### src/inc/dma_mode_pkg.sv
// Constants and types for the DMA mode and wait-state control block.
package dma_mode_pkg;

  // Register offsets on the plain register port.
  localparam logic [7:0] MODE_ADDR   = 8'h31;
  localparam logic [7:0] CTRL_ADDR   = 8'h32;
  localparam logic [7:0] ENABLE_ADDR = 8'h33;
  localparam logic [7:0] COUNT0_ADDR = 8'h34;
  localparam logic [7:0] COUNT1_ADDR = 8'h35;

  // Field positions in the channel 0 mode register.
  localparam int DST_LSB    = 4;
  localparam int SRC_LSB    = 2;
  localparam int TIMING_BIT = 1;

  // Field positions in the wait and request control register.
  localparam int MEMWAIT_LSB = 6;
  localparam int IOWAIT_LSB  = 4;
  localparam int SENSE_LSB   = 2;
  localparam int DIR_LSB     = 0;

  // Field positions in the enable register.
  localparam int EN0_BIT = 0;
  localparam int EN1_BIT = 1;

  // Values after reset.
  localparam logic [1:0] MODE_FIELD_RESET = 2'h0;
  localparam logic [1:0] WAIT_RESET       = 2'h3;
  localparam logic [7:0] COUNT_RESET      = 8'h00;

  // Address selector code that means an I/O port with fixed address.
  localparam logic [1:0] SEL_IO_FIXED = 2'h3;

  // Cycle counts: base length of one byte transfer and of one machine cycle.
  localparam logic [3:0] BYTE_BASE_CYCLES = 4'h3;
  localparam logic [3:0] MACHINE_CYCLES   = 4'h3;

  // Sequencer states, Gray coded along idle, move, steal.
  typedef enum logic [1:0] {
    ST_IDLE  = 2'b00,
    ST_MOVE  = 2'b01,
    ST_STEAL = 2'b11
  } seq_type;

  // Stored configuration, driven out as one bundle.
  typedef struct packed {
    logic [1:0] ch0DestinationSelect;
    logic [1:0] ch0SourceSelect;
    logic       memcopyTimingSelect;
    logic [1:0] memoryWaitCount;
    logic [1:0] ioWaitCount;
    logic [1:0] requestSenseSelect;
    logic [1:0] ch1DirectionSelect;
  } cfg_type;

endpackage : dma_mode_pkg

### src/rtl/dma_mode_and_wait_control.sv
// Channel mode, wait-state and request-sense control of a two-channel DMA engine.
`timescale 1ns/1ps

// Function
// - Destination code picks target type and stepping.
// - Source code picks source type and stepping.
// - Fixed-to-fixed and I/O-to-I/O codes are reserved.
// - Memory copy ignores request; bit picks burst.
// - Burst holds bus until count reaches zero.
// - Cycle steal returns bus after each byte.
// - I/O channel 0 paced by request, timing ignored.
// - Memory wait field sets waits, reset ones.
// - I/O wait field sets waits, reset ones.
// - Per-channel sense bit: zero level, one edge.
// - Channel 1 direction and stepping from field.
// - Channel 1 moves only between memory and I/O.
// - Level sense: run while request sampled low.
// - Edge sense: continue only on fresh falling edge.
// - Zero count clears the channel enable bit.
module dma_mode_and_wait_control
  import dma_mode_pkg::*;
(
  // Clock and synchronous reset.
  input  wire logic       clk_sys,
  input  wire logic       rst,
  // Register port.
  input  wire logic [7:0] regAddr,
  input  wire logic [7:0] regWrData,
  input  wire logic       regWrite,
  input  wire logic       regRead,
  output logic      [7:0] regRdData,
  // Request pins, active low, asynchronous to clk_sys.
  input  wire logic       ch0RequestIn_n,
  input  wire logic       ch1RequestIn_n,
  // Configuration and sequencer status.
  output cfg_type         cfg,
  output logic            busHold,
  output logic            byteDone,
  output logic            activeChannel,
  output logic            reservedMode
);

  seq_type    state;           // Sequencer state.
  seq_type    next_state;      // Sequencer state for the next cycle.
  logic       next_channel;    // Channel served in the next cycle.
  logic       nextByte;        // A new byte transfer starts next cycle.
  logic       byteEnd;         // Last cycle of the current byte.
  logic       lastByte;        // Current byte is the final one.
  logic [3:0] beat;            // Cycle counter within a byte or a steal gap.
  logic [3:0] byteLen;         // Length of one byte transfer in cycles.
  logic       ch0Enable;       // Channel 0 enable bit.
  logic       ch1Enable;       // Channel 1 enable bit.
  logic [7:0] count0;          // Channel 0 byte count.
  logic [7:0] count1;          // Channel 1 byte count.
  logic [1:0] reqMeta;         // First synchroniser stage, read only by reqSync.
  logic [1:0] reqSync;         // Synchronised request pins, active low.
  logic [1:0] reqPrev;         // Previous synchronised value for edge finding.
  logic [1:0] edgePend;        // A falling edge seen since the byte began.
  logic [1:0] reqOk;           // Request condition met per channel.
  logic [1:0] reqPins;         // Raw request pins gathered by channel.
  logic       ch0Io;           // Channel 0 has an I/O end.
  logic       isReserved;      // Channel 0 code pair is reserved.
  logic       go0;             // Channel 0 may start a byte.
  logic       go1;             // Channel 1 may start a byte.
  logic       wrMode;          // Write to the mode register.
  logic       wrCtrl;          // Write to the control register.
  logic       wrEnable;        // Write to the enable register.

  assign reqPins  = {ch1RequestIn_n, ch0RequestIn_n};
  assign wrMode   = regWrite && (regAddr == MODE_ADDR);
  assign wrCtrl   = regWrite && (regAddr == CTRL_ADDR);
  assign wrEnable = regWrite && (regAddr == ENABLE_ADDR);

  assign ch0Io = (cfg.ch0DestinationSelect == SEL_IO_FIXED) ||
                 (cfg.ch0SourceSelect == SEL_IO_FIXED);
  assign isReserved = cfg.ch0DestinationSelect[1] && cfg.ch0SourceSelect[1];

  // Per-channel request synchroniser, edge catcher and sense choice.
  genvar c;
  generate
    for (c = 0; c < 2; c++) begin : g_req
      // Two flops before anything looks at the pin.
      always_ff @(posedge clk_sys) begin
        if (rst) begin
          reqMeta[c] <= 1'b1;
          reqSync[c] <= 1'b1;
          reqPrev[c] <= 1'b1;
        end else begin
          reqMeta[c] <= reqPins[c];
          reqSync[c] <= reqMeta[c];
          reqPrev[c] <= reqSync[c];
        end
      end
      // Edge latch; a new edge wins over the clear at byte start.
      always_ff @(posedge clk_sys) begin
        if (rst) begin
          edgePend[c] <= 1'b0;
        end else begin
          edgePend[c] <= (reqPrev[c] && !reqSync[c]) ||
                         (edgePend[c] && !(nextByte && (next_channel == c)));
        end
      end
      // Upper sense bit is channel 0.
      assign reqOk[c] = cfg.requestSenseSelect[1 - c] ? edgePend[c] : !reqSync[c];
    end
  endgenerate

  // Memory copy ignores the request; I/O mode waits for it.
  assign go0 = ch0Enable && (count0 != COUNT_RESET) && !isReserved && (!ch0Io || reqOk[0]);
  // Channel 1 always paced by its request.
  assign go1 = ch1Enable && (count1 != COUNT_RESET) && reqOk[1];

  // Byte length grows by the wait states of both bus cycles.
  assign byteLen = BYTE_BASE_CYCLES + {2'b00, cfg.memoryWaitCount} +
                   ((activeChannel || ch0Io) ? {2'b00, cfg.ioWaitCount}
                                             : {2'b00, cfg.memoryWaitCount});

  assign byteEnd  = (state == ST_MOVE) && (beat == byteLen - 4'h1);
  assign lastByte = activeChannel ? (count1 == 8'h01) : (count0 == 8'h01);

  // Next-state logic; channel 0 has priority over channel 1.
  always_comb begin
    next_state   = state;
    next_channel = activeChannel;
    nextByte     = 1'b0;
    case (state)
      ST_IDLE: begin
        if (go0) begin
          next_state   = ST_MOVE;
          next_channel = 1'b0;
          nextByte     = 1'b1;
        end else if (go1) begin
          next_state   = ST_MOVE;
          next_channel = 1'b1;
          nextByte     = 1'b1;
        end
      end
      ST_MOVE: begin
        if (byteEnd) begin
          if (lastByte) begin
            // Count has run out, so the bus is released.
            next_state = ST_IDLE;
          end else if (!activeChannel && !ch0Io) begin
            // Burst keeps going; cycle steal yields.
            if (cfg.memcopyTimingSelect) begin
              nextByte = 1'b1;
            end else begin
              next_state = ST_STEAL;
            end
          end else if (reqOk[activeChannel]) begin
            // Request still present at the sampling point.
            nextByte = 1'b1;
          end else begin
            next_state = ST_IDLE;
          end
        end
      end
      ST_STEAL: begin
        // One machine cycle for the processor, then resume.
        if (beat == MACHINE_CYCLES - 4'h1) begin
          if (go0) begin
            next_state = ST_MOVE;
            nextByte   = 1'b1;
          end else begin
            next_state = ST_IDLE;
          end
        end
      end
      default: begin
        next_state = ST_IDLE;
      end
    endcase
  end

  // Sequencer registers and status outputs.
  always_ff @(posedge clk_sys) begin
    if (rst) begin
      state         <= ST_IDLE;
      activeChannel <= 1'b0;
      busHold       <= 1'b0;
      byteDone      <= 1'b0;
      beat          <= 4'h0;
      reservedMode  <= 1'b0;
    end else begin
      state         <= next_state;
      activeChannel <= next_channel;
      busHold       <= (next_state == ST_MOVE);
      byteDone      <= byteEnd;
      reservedMode  <= isReserved;
      // The beat restarts at each byte so waits count from the byte start.
      if (nextByte || (next_state != state)) begin
        beat <= 4'h0;
      end else begin
        beat <= beat + 4'h1;
      end
    end
  end

  // Configuration registers.
  always_ff @(posedge clk_sys) begin
    if (rst) begin
      cfg.ch0DestinationSelect <= MODE_FIELD_RESET;
      cfg.ch0SourceSelect      <= MODE_FIELD_RESET;
      cfg.memcopyTimingSelect  <= 1'b0;
      // Longest waits until software speeds the bus up.
      cfg.memoryWaitCount      <= WAIT_RESET;
      cfg.ioWaitCount          <= WAIT_RESET;
      cfg.requestSenseSelect   <= MODE_FIELD_RESET;
      cfg.ch1DirectionSelect   <= MODE_FIELD_RESET;
    end else begin
      // Only the defined mode fields are stored.
      if (wrMode) begin
        cfg.ch0DestinationSelect <= regWrData[DST_LSB +: 2];
        cfg.ch0SourceSelect      <= regWrData[SRC_LSB +: 2];
        cfg.memcopyTimingSelect  <= regWrData[TIMING_BIT];
      end
      if (wrCtrl) begin
        cfg.memoryWaitCount    <= regWrData[MEMWAIT_LSB +: 2];
        cfg.ioWaitCount        <= regWrData[IOWAIT_LSB +: 2];
        cfg.requestSenseSelect <= regWrData[SENSE_LSB +: 2];
        cfg.ch1DirectionSelect <= regWrData[DIR_LSB +: 2];
      end
    end
  end

  // Enables and counts; a software write in the same cycle overrides hardware.
  always_ff @(posedge clk_sys) begin
    if (rst) begin
      ch0Enable <= 1'b0;
      ch1Enable <= 1'b0;
      count0    <= COUNT_RESET;
      count1    <= COUNT_RESET;
    end else begin
      // Final byte drops the enable of its channel.
      if (byteEnd && !activeChannel) begin
        count0    <= count0 - 8'h01;
        ch0Enable <= ch0Enable && !lastByte;
      end
      if (byteEnd && activeChannel) begin
        count1    <= count1 - 8'h01;
        ch1Enable <= ch1Enable && !lastByte;
      end
      if (wrEnable) begin
        ch0Enable <= regWrData[EN0_BIT];
        ch1Enable <= regWrData[EN1_BIT];
      end
      if (regWrite && (regAddr == COUNT0_ADDR)) begin
        count0 <= regWrData;
      end
      if (regWrite && (regAddr == COUNT1_ADDR)) begin
        count1 <= regWrData;
      end
    end
  end

  // Read data, valid only in the cycle after the read strobe.
  always_ff @(posedge clk_sys) begin
    if (rst || !regRead) begin
      regRdData <= 8'h00;
    end else begin
      case (regAddr)
        MODE_ADDR:   regRdData <= {2'b00, cfg.ch0DestinationSelect, cfg.ch0SourceSelect,
                                   cfg.memcopyTimingSelect, 1'b0};
        CTRL_ADDR:   regRdData <= {cfg.memoryWaitCount, cfg.ioWaitCount,
                                   cfg.requestSenseSelect, cfg.ch1DirectionSelect};
        ENABLE_ADDR: regRdData <= {6'h00, ch1Enable, ch0Enable};
        COUNT0_ADDR: regRdData <= count0;
        COUNT1_ADDR: regRdData <= count1;
        default:     regRdData <= 8'h00;
      endcase
    end
  end

  property p_reserved_blocks;
    @(posedge clk_sys) disable iff (rst)
    (state == ST_IDLE && isReserved && !go1) |=> !busHold;
  endproperty
  a_reserved_blocks: assert property (p_reserved_blocks) else $error("reserved mode ran");

  property p_burst_holds;
    @(posedge clk_sys) disable iff (rst)
    (byteEnd && !lastByte && !activeChannel && !ch0Io && cfg.memcopyTimingSelect)
      |=> busHold && byteDone;
  endproperty
  a_burst_holds: assert property (p_burst_holds) else $error("burst released bus");

  property p_steal_gap;
    @(posedge clk_sys) disable iff (rst)
    (byteEnd && !lastByte && !activeChannel && !ch0Io && !cfg.memcopyTimingSelect)
      |=> !busHold [*3];
  endproperty
  a_steal_gap: assert property (p_steal_gap) else $error("steal gap wrong");

  property p_memcopy_start;
    @(posedge clk_sys) disable iff (rst)
    (state == ST_IDLE && ch0Enable && count0 != 8'h00 && !isReserved && !ch0Io)
      |=> busHold && !activeChannel;
  endproperty
  a_memcopy_start: assert property (p_memcopy_start) else $error("memcopy not started");

  property p_zero_clears;
    @(posedge clk_sys) disable iff (rst)
    (byteEnd && lastByte && !activeChannel && !regWrite)
      |=> !ch0Enable ##1 (!busHold || activeChannel);
  endproperty
  a_zero_clears: assert property (p_zero_clears) else $error("enable not cleared");

  property p_mode_read;
    @(posedge clk_sys) disable iff (rst)
    (regRead && regAddr == MODE_ADDR) |=> regRdData[7:6] == 2'b00 && !regRdData[0];
  endproperty
  a_mode_read: assert property (p_mode_read) else $error("unused mode bits set");

  property p_wait_reset;
    @(posedge clk_sys) disable iff (rst)
    ($past(rst) && !$past(regWrite)) |-> cfg.memoryWaitCount == 2'h3 && cfg.ioWaitCount == 2'h3;
  endproperty
  a_wait_reset: assert property (p_wait_reset) else $error("wait reset wrong");

  property p_level_release;
    @(posedge clk_sys) disable iff (rst)
    (byteEnd && !lastByte && !activeChannel && ch0Io && !cfg.requestSenseSelect[1] && reqSync[0])
      |=> !busHold;
  endproperty
  a_level_release: assert property (p_level_release) else $error("level hold wrong");

  property p_edge_wait;
    @(posedge clk_sys) disable iff (rst)
    (state == ST_IDLE && ch0Io && cfg.requestSenseSelect[1] && !edgePend[0] && !go1)
      |=> !busHold;
  endproperty
  a_edge_wait: assert property (p_edge_wait) else $error("edge start wrong");

endmodule : dma_mode_and_wait_control

### config.mk
export PLATFORM = sky130hd
export DESIGN_NAME = dma_mode_and_wait_control
export DESIGN_NICKNAME = d
export VERILOG_FILES = /design/src/inc/dma_mode_pkg.sv /design/src/rtl/dma_mode_and_wait_control.sv
export SDC_FILE = /design/constraint.sdc
export NUM_CORES = 1
export LEC_CHECK = 0
export ABC_CLOCK_PERIOD_IN_PS = 3100
export BUFFER_PORTS_ARGS = -buffer_cell sky130_fd_sc_hd__buf_2
export CAP_MARGIN = 20
export CELL_PAD_IN_SITES_DETAIL_PLACEMENT = 0
export CELL_PAD_IN_SITES_GLOBAL_PLACEMENT = 1
export CORE_ASPECT_RATIO = 1.2
export CORE_MARGIN = 2
export CORE_UTILIZATION = 39
export DETAILED_ROUTE_END_ITERATION = 8
export HOLD_SLACK_MARGIN = 0.15
export PLACE_DENSITY_LB_ADDON = 0.1
export SETUP_SLACK_MARGIN = 0.2
export SYNTH_ARGS = -nofsm -noshare
export SYNTH_HDL_FRONTEND = slang
export SYNTH_SLANG_ARGS = --single-unit
### constraint.sdc
create_clock -name clk_sys -period 3.1 [get_ports clk_sys]
set_input_delay 0.465 -clock clk_sys [delete_from_list [all_inputs] [get_ports clk_sys]]
set_output_delay 0.465 -clock clk_sys [all_outputs]
set_load 0.01 [all_outputs]
==> flow_summary.ini <==
[synthesis]
ys_ff_latch = 57
seq_area_frac_synth_pct = 37.33
netlist-cell-type-count = 58
yosys-top-cells-area = dfxtp_1 37%, nor2_1 6.3%, mux2i_1 4.9%
ys_warn_count = 0
synth-edff-count = 0
async_flop_share_pct = 0
avgSynthCellArea_um2 = 8.886
synth_nets = 376
synthFlopType = dfxtp_1
yosys.area.top_type = dfxtp_1
syn-cell-area_um2 = 3057
yosys.area.top_type_share_pct = 37.33
syn_inst = 344

[grt]
grt_pass1_wl_um = 13430
grt.overflow.total = 0
grt_use_total_pct = 20.52
grt_pass1_vias = 2573
grt_antenna_before_repair = 0
grt_max_degree = 45

[power]
p_seq_share_pct = 44.8
power.density_nw_per_um2 = 438.8
share_comb_of_total_power_pct = 7.2
switchingPower_mw = 0.4248
clock_power_share_pct = 48.0
swShare_pct = 25.38
p_leak_nw = 1.429
peakVddDrop_uv = 322.6
internal_power_mw = 1.249

[timing]
rsz0062_at_grt = true
fin_crit_sh_pct = 92.50
tns_ns = 0
hold_viol = 0
tightest_slew_ns = 0.8678
relSlewSlack_pct = 42.15
layout_setup_ws_ns = 0.2324
skew_ns = 0.01083
slew_viol_final = 0
max_freq_mhz = 348.7
finalSetupViolations = 0
whs_ns = 0.2913
period_needed_ns = 2.868

[critical_path]
startpoint = cfg[10]
start_kind = flip-flop
critical-path-max-stage-delay_ns = 0.36
crit_path_cell_trace = a22o_4, nor2_4, mux2_4, ha_4, ha_4, ha_4, xnor2_2, nand3_2, buf_6, nor4_4, buf_4, a21bo_4, a311oi_2
cp_data_required_time_ns = 3.29
cp_max_fo = 7
critical_path_class = reg2reg
slowest_stage = dfxtp_4
crit_arrival_ns = 3.06
r2r-start = cfg[10]
endpoint_kind = flip-flop
cpMostUsedCell = ha_4

[cts]
cts_max_level = 3
clock_sink_count = 57
cts-root-buf = clkbuf_8
insertion_delay_ns = 0.35
cts_max_path_buffers = 2
clkTransAtPathRegs_ns = 0.08
ctsHoldBuffers = 0
cts_buffers = 9
tritoncts = done

[floorplanning]
initial_core_util_pct = 39.89
die_x_um = 84.82
coreArea_um2 = 7664
num_io_pins = 47
dieArea_um2 = 8565
placementRows = 35
fp.dieH_um = 101.0

[drt]
first_pass_iters = 4
vias = 2777
ant_nets = 0
initialDrtViolationCount = 180
routedWlPerCell_um = 17.71
wirelength_um = 8802
vias_per_cell = 5.588
drc = 0

[run_status]
status = finished, final reports clean

[place]
place.port_buffers = 46
dp_hpwl_um = 6518
gp_congestion = 0.8260
dp_slack_ns = 0.1166

[finish]
drive_gt1_share_pct = 29.38
nets = 432
area_growth_pct = 24.81
final_core_util_pct = 49.78
antenna_cells = 0

[min_path]
worstHoldStart = ch0RequestIn_n
hold_path.class = in2reg

[flow_run]
maxCapViolations = 0
cell usage after synthesis (3+ instances only):
cell,instances
dfxtp_1,57
nor2_1,51
mux2i_1,15
inv_1,13
nand2_1,13
nor3_1,13
a211oi_1,12
xnor2_1,12
nand3_1,11
nor2b_1,11
a21oi_1,10
ha_1,10
clkbuf_1,7
or2_2,7
buf_2,6
nor4_1,6
a22o_1,5
a311oi_1,5
nand2b_1,5
nand4_1,5
o211ai_1,5
o21ai_0,5
a211o_1,4
a222oi_1,4
xor2_1,4
a22oi_1,3
and3_1,3
and4_1,3
metrics by stage:
step | instance area, um2 | instances | power (mW)
2_1_floorplan | 3115 | 344 | 0.8352
3_3_place_gp | 3441 | 475 | 0.8779
3_5_place_dp | 3441 | 475 | 0.8782
4_1_cts | 3690 | 491 | 1.680
5_1_grt | 3815 | 497 | 1.731
6_report | 3815 | 497 | 1.674
path summary, 6_finish.rpt:
path | cells after the start | endpoint | slack, ns
max reg2reg | 13 | count0[6] | 0.23
max | 13 | count0[6] | 0.23
min | 2 | reqMeta[0] | 0.29
min reg2reg | 1 | reqSync[0] | 0.41
cell type report:
class | instances | area [um2]
Clock buffer | 9 | 123.9
Fill cell | 752 | 3849
Clock inverter | 7 | 101.3
Tap cell | 92 | 115.1
Sequential cell | 57 | 1150
Multi-Input combinational cell | 258 | 1926
Inverter | 13 | 48.80
Timing Repair Buffer | 61 | 350.3
worst max-delay path, delay by kind of cell, from the launching register on:
kind                     cells  cell delay, ns
XOR/XNOR                     1            0.11
buffers and inverters        2            0.33
adder cells (fa/ha/maj)      3            0.57
AO/OA/AOI/OAI                3            0.46
AND/OR/NAND/NOR              3            0.54
flip-flops                   1            0.36
multiplexers                 1            0.32
power groups by stage:
stage | Clock (mW) | Combinational [mW] | Sequential [mW]
global route | 0.849 | 0.130 | 0.751
detailed placement | 0 | 0.109 | 0.769
global placement | 0 | 0.109 | 0.769
floorplan | 0 | 0.0691 | 0.766
finish | 0.804 | 0.120 | 0.750
CTS | 0.817 | 0.112 | 0.752
repair_timing:
item | in CTS | in global routing
setup buffers | 0 | 6
pin swaps | 2 | 12
gates resized for setup | 4 | 19
setup endpoints to repair | 15 | 14
state kept, by name, summed over array words and instances, names as in the netlist, 2 cells and up:
signal / flops
state: 2
edgePend: 2
count0: 8
count1: 8
reqPrev: 2
regRdData: 8
cfg: 13
reqSync: 2
reqMeta: 2
beat: 4
layout by cell type, fill, tap and decap left out, types with 3 or more instances in the layout:
master and count:
nor3_1 12, nor2_1 50, buf_4 13, ha_4 3, nor2b_1 11, a311oi_2 3, buf_2 46, dfxtp_1 54
nor3_2 3, inv_1 12, nor4_1 6, o211ai_1 5, a211o_1 4, ha_1 7, nand2_1 12, a222oi_1 4
xnor2_1 10, mux2i_1 15, or2_2 7, o21ai_0 5, a21oi_1 10, a22oi_1 3, nand2b_1 5, xor2_1 4
clkbuf_8 9, nand4_1 5, nand3_1 10, a211oi_1 11, a22o_1 4
cell families (layout without fill, tap and decap cells):
| kind of cell | Yosys count | in the layout | share of synthesized area, % |
|---|---|---|---|
| AO/OA/AOI/OAI | 67 | 67 | 16.54 |
| XOR/XNOR | 16 | 16 | 4.584 |
| adder cells (fa/ha/maj) | 10 | 10 | 4.093 |
| buffers and inverters | 29 | 90 | 4.298 |
| flip-flops | 57 | 57 | 37.33 |
| multiplexers | 17 | 17 | 5.649 |
| AND/OR/NAND/NOR | 148 | 148 | 27.51 |
per-layer routing:
| layer | track usage, % | wire [um] | vias to the layer above |
|---|---|---|---|
| met5 | 0 | 0 | - |
| met4 | 8.913 | 234 | 0 |
| met3 | 3.112 | 280 | 23 |
| met2 | 34.77 | 4307 | 69 |
| met1 | 25.88 | 3979 | 1310 |
| li1 | - | - | 1375 |
No activity file was read; power rests on OpenSTA's default activity.
